$ cat src/shared/supervision_timer_pkg.sv
/*
  Shared constants and types for the supervision timer with mode lock.
  Assumes a 100 MHz crystal-rate clock and an on-chip RC oscillator that
  is modelled as a one-cycle tick enable derived from that clock.
*/
package supervision_timer_pkg;

  // Crystal clock period and RC oscillator period, in ns.
  localparam int CLK_PERIOD_NS = 10;
  localparam int RC_PERIOD_NS  = 1000;
  localparam int RC_DIV        = RC_PERIOD_NS / CLK_PERIOD_NS;

  // Register location in the expanded register file.
  localparam logic [3:0] MODE_BANK = 4'hF;
  localparam logic [7:0] MODE_ADDR = 8'h0F;

  // Mode register field positions and reset value.
  localparam int TAP_LSB  = 0;
  localparam int HALT_BIT = 2;
  localparam int STOP_BIT = 3;
  localparam logic [7:0] MODE_RESET = 8'h0C;
  localparam logic [7:0] READ_VALUE = 8'h00;

  // Write window: 60 processor cycles of two crystal clocks each.
  localparam int WINDOW_CPU_CYCLES = 60;
  localparam int WINDOW_CLKS       = WINDOW_CPU_CYCLES * 2;

  // Minimum timeouts per tap, in ms, and their RC tick counts.
  localparam int TAP0_MS = 10;
  localparam int TAP1_MS = 20;
  localparam int TAP2_MS = 40;
  localparam int TAP3_MS = 160;
  localparam int MS_NS   = 1000000;
  localparam int TAP0_TICKS = TAP0_MS * (MS_NS / RC_PERIOD_NS);
  localparam int TAP1_TICKS = TAP1_MS * (MS_NS / RC_PERIOD_NS);
  localparam int TAP2_TICKS = TAP2_MS * (MS_NS / RC_PERIOD_NS);
  localparam int TAP3_TICKS = TAP3_MS * (MS_NS / RC_PERIOD_NS);

  // Power-on delay in RC ticks and the short reset length in clocks.
  localparam int POR_TICKS       = 5000;
  localparam int SHORT_RESET_CLKS = 18;

  localparam int CNT_W = 24;

  typedef struct packed {
    logic [3:0] reserved;
    logic       stop_run;
    logic       halt_run;
    logic [1:0] tap;
  } mode_t;

  typedef struct packed {
    logic we;
    logic zero;
    logic sign;
    logic overflow;
  } flags_t;

  typedef enum logic [1:0] {
    WAIT_FIRST,
    OPEN,
    LOCKED
  } window_t;

endpackage

$ cat src/rtl/rc_tick_divider.sv
/*
  Divider that stands in for the on-chip RC oscillator.
  Assumes one clock; emits a one-cycle tick every DIV clocks.
*/
`timescale 1ns/1ps
module rc_tick_divider #(
  parameter int DIV = 100
) (
  input  wire logic clk,
  input  wire logic rstn,
  output logic      tick
);

  logic [15:0] count;
  logic [15:0] next_count;
  logic        next_tick;

  always_comb begin
    if (count == 16'(DIV - 1)) begin
      next_count = 16'h0000;
      next_tick  = 1'b1;
    end else begin
      next_count = count + 16'h0001;
      next_tick  = 1'b0;
    end
  end

  always_ff @(posedge clk or negedge rstn) begin
    if (!rstn) begin
      count <= 16'h0000;
      tick  <= 1'b0;
    end else begin
      count <= next_count;
      tick  <= next_tick;
    end
  end

endmodule

$ cat src/rtl/supervision_timer.sv
/*
  Supervision timer with a mode register that locks shortly after reset.
  Assumes the core supplies same-clock pulses for the watchdog instruction,
  the first instruction after reset or recovery and stop recovery, plus
  halt and stop levels. The two clear inputs are asynchronous pins.
*/
// Notes on behaviour
// - Retriggerable one-shot; terminal count asserts a device reset.
// - Idle until first watchdog instruction arms it; later ones refresh it.
// - The counter advances on the RC oscillator tick, not crystal clock.
// - The watchdog instruction sets the we flag and clears zero, sign and overflow.
// - The power-on timer also counts RC oscillator ticks.
// - Mode writable 120 clocks after first instruction; locked after that.
// - Mode register is write-only; reads never return its contents.
// - Bits 1:0 pick minimum timeout of 10, 20, 40 or 160 ms.
// - Bit 2 set keeps the timer running in halt; defaults to one.
// - Bit 3 set keeps the timer running in stop; defaults to one.
// - Bits 7 to 4 are reserved and do nothing.
// - A build option decides whether the timer runs from power-on.
// - Clear one rise starts timers; clear two rise starts short reset.
`timescale 1ns/1ps
module supervision_timer #(
  parameter logic        RUN_AT_POWER_ON = 1'b0,
  parameter logic [23:0] TAP0_TICKS = 24'(supervision_timer_pkg::TAP0_TICKS),
  parameter logic [23:0] TAP1_TICKS = 24'(supervision_timer_pkg::TAP1_TICKS),
  parameter logic [23:0] TAP2_TICKS = 24'(supervision_timer_pkg::TAP2_TICKS),
  parameter logic [23:0] TAP3_TICKS = 24'(supervision_timer_pkg::TAP3_TICKS),
  parameter logic [23:0] POR_TICKS  = 24'(supervision_timer_pkg::POR_TICKS)
) (
  input  wire logic           clk,
  input  wire logic           rstn,
  input  wire logic           reg_wr,
  input  wire logic           reg_rd,
  input  wire logic [3:0]     reg_bank,
  input  wire logic [7:0]     reg_addr,
  input  wire logic [7:0]     reg_wdata,
  output logic [7:0]          reg_rdata,
  input  wire logic           wdt_instr,
  input  wire logic           first_instr,
  input  wire logic           stop_recovery,
  input  wire logic           halt_mode,
  input  wire logic           stop_mode,
  input  wire logic           timer_start_clear_one,
  input  wire logic           short_reset_start_clear,
  output logic                device_reset,
  output logic                por_done,
  output supervision_timer_pkg::flags_t flags
);

  localparam int CW = supervision_timer_pkg::CNT_W;

  logic rc_tick;

  rc_tick_divider #(
    .DIV (supervision_timer_pkg::RC_DIV)
  ) u_rc (
    .clk  (clk),
    .rstn (rstn),
    .tick (rc_tick)
  );

  // Clear pins come from outside; two flops, then edge detect on stage two.
  logic [1:0] c1_sync, c2_sync;
  logic       c1_prev, c2_prev;
  logic       c1_rise, c2_rise;

  always_ff @(posedge clk or negedge rstn) begin
    if (!rstn) begin
      c1_sync <= 2'h0;
      c2_sync <= 2'h0;
      c1_prev <= 1'b0;
      c2_prev <= 1'b0;
    end else begin
      c1_sync <= {c1_sync[0], timer_start_clear_one};
      c2_sync <= {c2_sync[0], short_reset_start_clear};
      c1_prev <= c1_sync[1];
      c2_prev <= c2_sync[1];
    end
  end

  assign c1_rise = c1_sync[1] & ~c1_prev;
  assign c2_rise = c2_sync[1] & ~c2_prev;

  // Mode register and its write window.
  supervision_timer_pkg::mode_t   mode, next_mode;
  supervision_timer_pkg::window_t win, next_win;
  logic [7:0] win_cnt, next_win_cnt;
  logic [7:0] next_rdata;
  logic       hit;

  assign hit = (reg_bank == supervision_timer_pkg::MODE_BANK) &&
               (reg_addr == supervision_timer_pkg::MODE_ADDR);

  always_comb begin
    next_mode    = mode;
    next_win     = win;
    next_win_cnt = win_cnt;
    next_rdata   = reg_rdata;
    if (reg_rd) begin
      next_rdata = supervision_timer_pkg::READ_VALUE;
    end
    if (reg_wr && hit && win == supervision_timer_pkg::OPEN) begin
      next_mode          = reg_wdata;
      next_mode.reserved = 4'h0;
    end
    case (win)
      supervision_timer_pkg::WAIT_FIRST: begin
        if (first_instr) begin
          next_win     = supervision_timer_pkg::OPEN;
          next_win_cnt = 8'h00;
        end
      end
      supervision_timer_pkg::OPEN: begin
        next_win_cnt = win_cnt + 8'h01;
        if (win_cnt == 8'(supervision_timer_pkg::WINDOW_CLKS - 1)) begin
          next_win = supervision_timer_pkg::LOCKED;
        end
      end
      default: begin
        next_win = supervision_timer_pkg::LOCKED;
      end
    endcase
    // Stop recovery or any device reset reopens the window at the next
    // first instruction.
    if (stop_recovery || device_reset) begin
      next_win = supervision_timer_pkg::WAIT_FIRST;
    end
  end

  always_ff @(posedge clk or negedge rstn) begin
    if (!rstn) begin
      mode      <= supervision_timer_pkg::MODE_RESET;
      win       <= supervision_timer_pkg::WAIT_FIRST;
      win_cnt   <= 8'h00;
      reg_rdata <= 8'h00;
    end else begin
      mode      <= next_mode;
      win       <= next_win;
      win_cnt   <= next_win_cnt;
      reg_rdata <= next_rdata;
    end
  end

  // Watchdog counter, power-on timer and short reset timer.
  logic          started, next_started;
  logic          armed, next_armed;
  logic [CW-1:0] count, next_count;
  logic [CW-1:0] por_cnt, next_por_cnt;
  logic          next_por_done;
  logic [4:0]    rst_cnt, next_rst_cnt;
  logic          next_reset;
  logic [CW-1:0] limit;
  logic          paused;
  supervision_timer_pkg::flags_t next_flags;

  always_comb begin
    case (mode.tap)
      2'h0:    limit = TAP0_TICKS;
      2'h1:    limit = TAP1_TICKS;
      2'h2:    limit = TAP2_TICKS;
      default: limit = TAP3_TICKS;
    endcase
  end

  // The count freezes rather than clears so a short halt does not buy time.
  assign paused = (halt_mode && !mode.halt_run) ||
                  (stop_mode && !mode.stop_run);

  always_comb begin
    next_started  = started | c1_rise;
    next_armed    = armed;
    next_count    = count;
    next_por_cnt  = por_cnt;
    next_por_done = por_done;
    next_rst_cnt  = rst_cnt;
    next_reset    = device_reset;
    next_flags    = '0;
    if (wdt_instr) begin
      next_armed = 1'b1;
      next_count = '0;
      next_flags.we = 1'b1;
    end else if (armed && started && rc_tick && !paused) begin
      // One extra tick covers the partial first RC period, so the selected
      // timeout is a true minimum and never a tick short.
      if (count >= limit) begin
        next_count   = '0;
        next_armed   = RUN_AT_POWER_ON;
        next_reset   = 1'b1;
        next_rst_cnt = 5'h00;
      end else begin
        next_count = count + 24'h000001;
      end
    end
    if (started && !por_done && rc_tick) begin
      next_por_cnt = por_cnt + 24'h000001;
      if (por_cnt >= POR_TICKS - 24'h000001) begin
        next_por_done = 1'b1;
      end
    end
    if (c2_rise) begin
      next_reset   = 1'b1;
      next_rst_cnt = 5'h00;
    end else if (device_reset && !next_reset) begin
      next_rst_cnt = rst_cnt;
    end else if (device_reset) begin
      if (rst_cnt == 5'(supervision_timer_pkg::SHORT_RESET_CLKS - 1)) begin
        next_reset = 1'b0;
      end else begin
        next_rst_cnt = rst_cnt + 5'h01;
      end
    end
  end

  always_ff @(posedge clk or negedge rstn) begin
    if (!rstn) begin
      started      <= 1'b0;
      armed        <= RUN_AT_POWER_ON;
      count        <= '0;
      por_cnt      <= '0;
      por_done     <= 1'b0;
      rst_cnt      <= 5'h00;
      device_reset <= 1'b0;
      flags        <= '0;
    end else begin
      started      <= next_started;
      armed        <= next_armed;
      count        <= next_count;
      por_cnt      <= next_por_cnt;
      por_done     <= next_por_done;
      rst_cnt      <= next_rst_cnt;
      device_reset <= next_reset;
      flags        <= next_flags;
    end
  end

endmodule

$ cat config.mk
export PLATFORM = sky130hd
export DESIGN_NAME = supervision_timer
export DESIGN_NICKNAME = d
export VERILOG_FILES = /design/src/shared/supervision_timer_pkg.sv /design/src/rtl/rc_tick_divider.sv /design/src/rtl/supervision_timer.sv
export SDC_FILE = /design/constraint.sdc
export NUM_CORES = 1
export LEC_CHECK = 0
export BUFFER_PORTS_ARGS = -buffer_cell sky130_fd_sc_hd__buf_4
export CAP_MARGIN = 20
export CORE_MARGIN = 5
export CORE_UTILIZATION = 50
export DETAILED_ROUTE_END_ITERATION = 7
export HOLD_SLACK_MARGIN = 0.12
export PLACE_DENSITY = 0.74
export SETUP_SLACK_MARGIN = 0.1
export SKIP_CTS_REPAIR_TIMING = 1
export SLEW_MARGIN = 20
export SYNTH_ARGS = -nofsm -noshare
export SYNTH_HDL_FRONTEND = slang
export SYNTH_HIERARCHICAL = 1
export SYNTH_SLANG_ARGS = --single-unit
$ cat constraint.sdc
create_clock -name clk -period 3.4 [get_ports clk]
set_clock_uncertainty 0.2 [all_clocks]
set_input_delay 0.51 -clock clk [delete_from_list [all_inputs] [get_ports clk]]
set_output_delay 0.51 -clock clk [all_outputs]
set_load 0.05 [all_outputs]
==> results by stage <==
Worst setup path:
- The delay of the slowest cell on the worst path is around 0.63 ns.
- The highest net fanout along the worst path is 11.
- The classification of the worst setup path is reg2reg.
- The worst flop-to-flop path startpoint is mode[1].
- The length in cells of the worst reg-to-reg path is 9.
- Setup slack on the worst reg-to-reg path comes out at between 0.2 and 0.25 ns.
- The critical path goes through ha_1 -> inv_1 -> ha_1 -> or4_4 -> nor4_4 -> o211ai_4 -> or4_4 -> or3_1 -> o21ai_0.
- The highest-delay cell along the critical path is sky130_fd_sc_hd__or4_4.
- The worst endpoint required time is ~3.5 ns.
- Data arrives at the worst endpoint at around 3.3 ns.
- The worst setup path is captured at a register.
- The type of element launching the critical path is a register.
- The capturing point of the worst reg2reg path is count[4].

STA:
- The clock period minus worst slack is between 3 and 4 ns.
- The count of final max-slew check failures was 0.
- At the pin with the least slew margin, the transition time is between 0.5 and 0.6 ns.
- The final worst-path cycle share is 0.9397.
- The hold violation count in the final report was 0.
- The setup TNS after final layout is 0 ns.
- The maximum frequency from static timing analysis is between 300 and 400 MHz.
- Setup violations remaining at the end of the flow were counted as 0.
- The worst-case headroom to the max-slew limit is 0.6055.
- Setup repair after global routing could not meet its margin everywhere.

Placement:
- Once placement completed, the tool counted placed cells totaling approximately 650.
- The number of buffers inserted by port buffering is 28.
- Routability-driven placement finished with a final weighted congestion of just under 0.9.
- The placed wire-length estimate is 6.677 mm.

Finish:
- The number of inserted diodes is 0.
- The library cell used most frequently in the layout, excluding fill and tap cells, is sky130_fd_sc_hd__dfrtp_1.
- In the layout the commonest cells are 93 x sky130_fd_sc_hd__dfrtp_1, 43 x sky130_fd_sc_hd__nand2_1, 37 x sky130_fd_sc_hd__nand3_1.
- Relative to the synthesized area, the layout overhead comes to 12.63%.
- For this run, the number of standard cells in the final layout without fillers is approximately 670.
- At the end of the flow, the number of nets in the layout was 584.
- The share of cells above drive strength 1 is 0.1257.

CTS:
- The clock latency at the later pin of the worst-skew pair is approximately 0.36 ns.
- After clock tree synthesis, the clock-pin slew on the worst setup and hold paths is roughly 0.09 ns.
- The depth of the CTS H-tree is 3.
- The cell at the root of the clock tree is sky130_fd_sc_hd__clkbuf_8.
- TritonCTS built the clock tree.
- The longest clock path from root to sink contains 2 buffers.
- Counting every sink on the clock net gives 95.
- TritonCTS created 9 clock buffers.

Global route:
- The first global-routing pass estimated between 15 and 20 mm of wire.
- The total overflow left after global routing is 0.
- The maximum number of pins on one net before global-route repair is 48.
- The number of antenna violations at the first check in global routing is 0.
- Across every metal layer, demand over resource in global routing totals 0.1702.
- The via count of the first global-routing pass is 3514.

Logic synthesis:
- Counting flops and latches in the post-synthesis netlist gives between 90 and 100.
- The share of the Yosys chip area taken by registers is 0.4881.
- Dividing the synthesized area by the synthesized cell count gives between 9 and 10 µm².
- After synthesis, the share of flip-flops with an asynchronous set or reset is 1.000.
- The count of mapped cells out of synthesis is between 400 and 500.
- The most instantiated flip-flop cell in the synthesis netlist is sky130_fd_sc_hd__dfrtp_1.
- For this run, the number of Yosys warnings is 6.
- The synthesized netlist occupies a cell area of 4876 µm².
- The netlist uses 51 different library cells.
- The number of enable flip-flop cells after synthesis is 0.

Die:
- The vertical die dimension is approximately 110 µm.
- The initial cell density of the core is 0.5058.
- The die outline width is 108.8 µm.
- 45 I/O pins were placed.
- The area enclosed by the die boundary is about 12000 µm².
- The total area inside the core boundary comes to just under 10000 µm².
- The placement row count is 36.

Route:
- The first routing iteration left around 140 violations.
- The count of nets left with antenna violations once routing finished came out at 0.
- Dividing the detail-routed via count by the number of cells gives approximately 5.5.
- The final routed DRC violation total is 0.
- The detailed-route wire length is approximately 9.6 mm.
- The first-pass detailed-route iteration total is 4.
- The detailed router placed 3643 vias in this run.
- The average wire length per cell after detail routing is about 14 µm.

Pwr:
- For this design the ratio of total power to cell area is ~400 nW/µm².
- The leakage power figure is between 0.002 and 0.003 µW.
- VDD sags by at most about 0.00021 V.

Worst hold path:
- The worst hold path passes through 0 cells.
- The destination of the worst hold path is c2_sync[1].
- The worst hold-check path type is reg2reg.
- The worst min-delay path startpoint is c2_sync[0].

Run:
- The max-cap check violation count is 0.

Run status:
- The run finished with clean final reports.
[cell usage after synthesis (all sizes together), types with 10 or more instances]
library cell,instances,area share
ha,23,0.059
nand3,37,0.038
nand2,43,0.033
xor2,15,0.027
xnor2,24,0.043
buf,14,0.021
nor4,10,0.016
nand4,14,0.019
inv,22,0.017
and3,11,0.014
nor3,24,0.027
o21ai,27,0.028
dfrtp,93,0.48
a21oi,13,0.013
nor2,32,0.025
[power by group]
group          total [µW]  internal (µW)  switching [µW]
Clock                 828            447             382
Combinational         177           71.6             105
Sequential           1190           1150            32.9
Total                2190           1670             520
[cell families (layout without fill, tap and decap cells)]
group                      count (synthesis)  after routing  synth area share
and+or+nand+nor                          210            211            0.2279
DFF                                       95             95            0.4881
buffers and inverters                     45             76           0.04516
other                                      1             11         0.0007691
AOI/OAI and AO/OA                         73             73           0.09777
xor gates and xnor gates                  39             39           0.07005
muxes                                      5              5           0.01129
adders and majority gates                 23             23           0.05902
[sequential cells by signal, indices dropped and copies added, names as in the netlist, 2 cells and up]
| register | count |
|---|---|
| count | 24 |
| c1_sync | 2 |
| win_cnt | 8 |
| c2_sync | 2 |
| por_cnt | 24 |
| win | 2 |
| mode | 4 |
| rst_cnt | 5 |
| u_rc/count | 16 |
[critical path, delay by kind of cell (launching register included)]
family	cells	cell delay, ns
AOI/OAI and AO/OA	2	0.28
DFF	1	0.41
adders and majority gates	2	0.41
and+or+nand+nor	4	1.75
buffers and inverters	1	0.06
[cell type report]
type,count,area [µm²]
clock buffers,11,151.4
clock inverters,3,67.56
fillers,836,4148
inverters,22,82.58
multi-input cells,362,2331
flip-flops and latches,95,2380
well taps,133,166.4
repair buffers,40,312.8
[through the flow]
step	setup WS, ns	hold slack, ns	instance area (µm²)	util	power [µW]
finish	0.2051	0.1607	5492	0.5697	2192
global route	0.05485	0.1577	5492	0.5697	2283
CTS	0.2057	-0.03915	5430	0.5633	2211
detailed placement	0.2618	0.1537	5211	0.5406	1382
global placement	0.2670	0.1502	5211	0.5406	1375
floorplan	0.4637	0.01441	4913	-	1318
[routing by layer]
metal | vias up | part of all wire | global-route usage
met5 | - | 0 | 0
met4 | 0 | 0.016 | 0.05591
met3 | 13 | 0.035 | 0.03848
met2 | 66 | 0.49 | 0.2798
met1 | 1779 | 0.46 | 0.2237
li1 | 1785 | - | -
[how the worst max path moves through the flow]
stage | startpoint | to | slack (ns)
after floorplan | mode[1] | count[9] | 0.46
after global placement | mode[1] | count[9] | 0.27
after detailed placement | mode[1] | count[7] | 0.26
after CTS | mode[1] | count[4] | 0.21
after global routing | mode[1] | count[10] | 0.05
final | mode[1] | count[4] | 0.21
No activity file was read; power rests on OpenSTA's default activity.
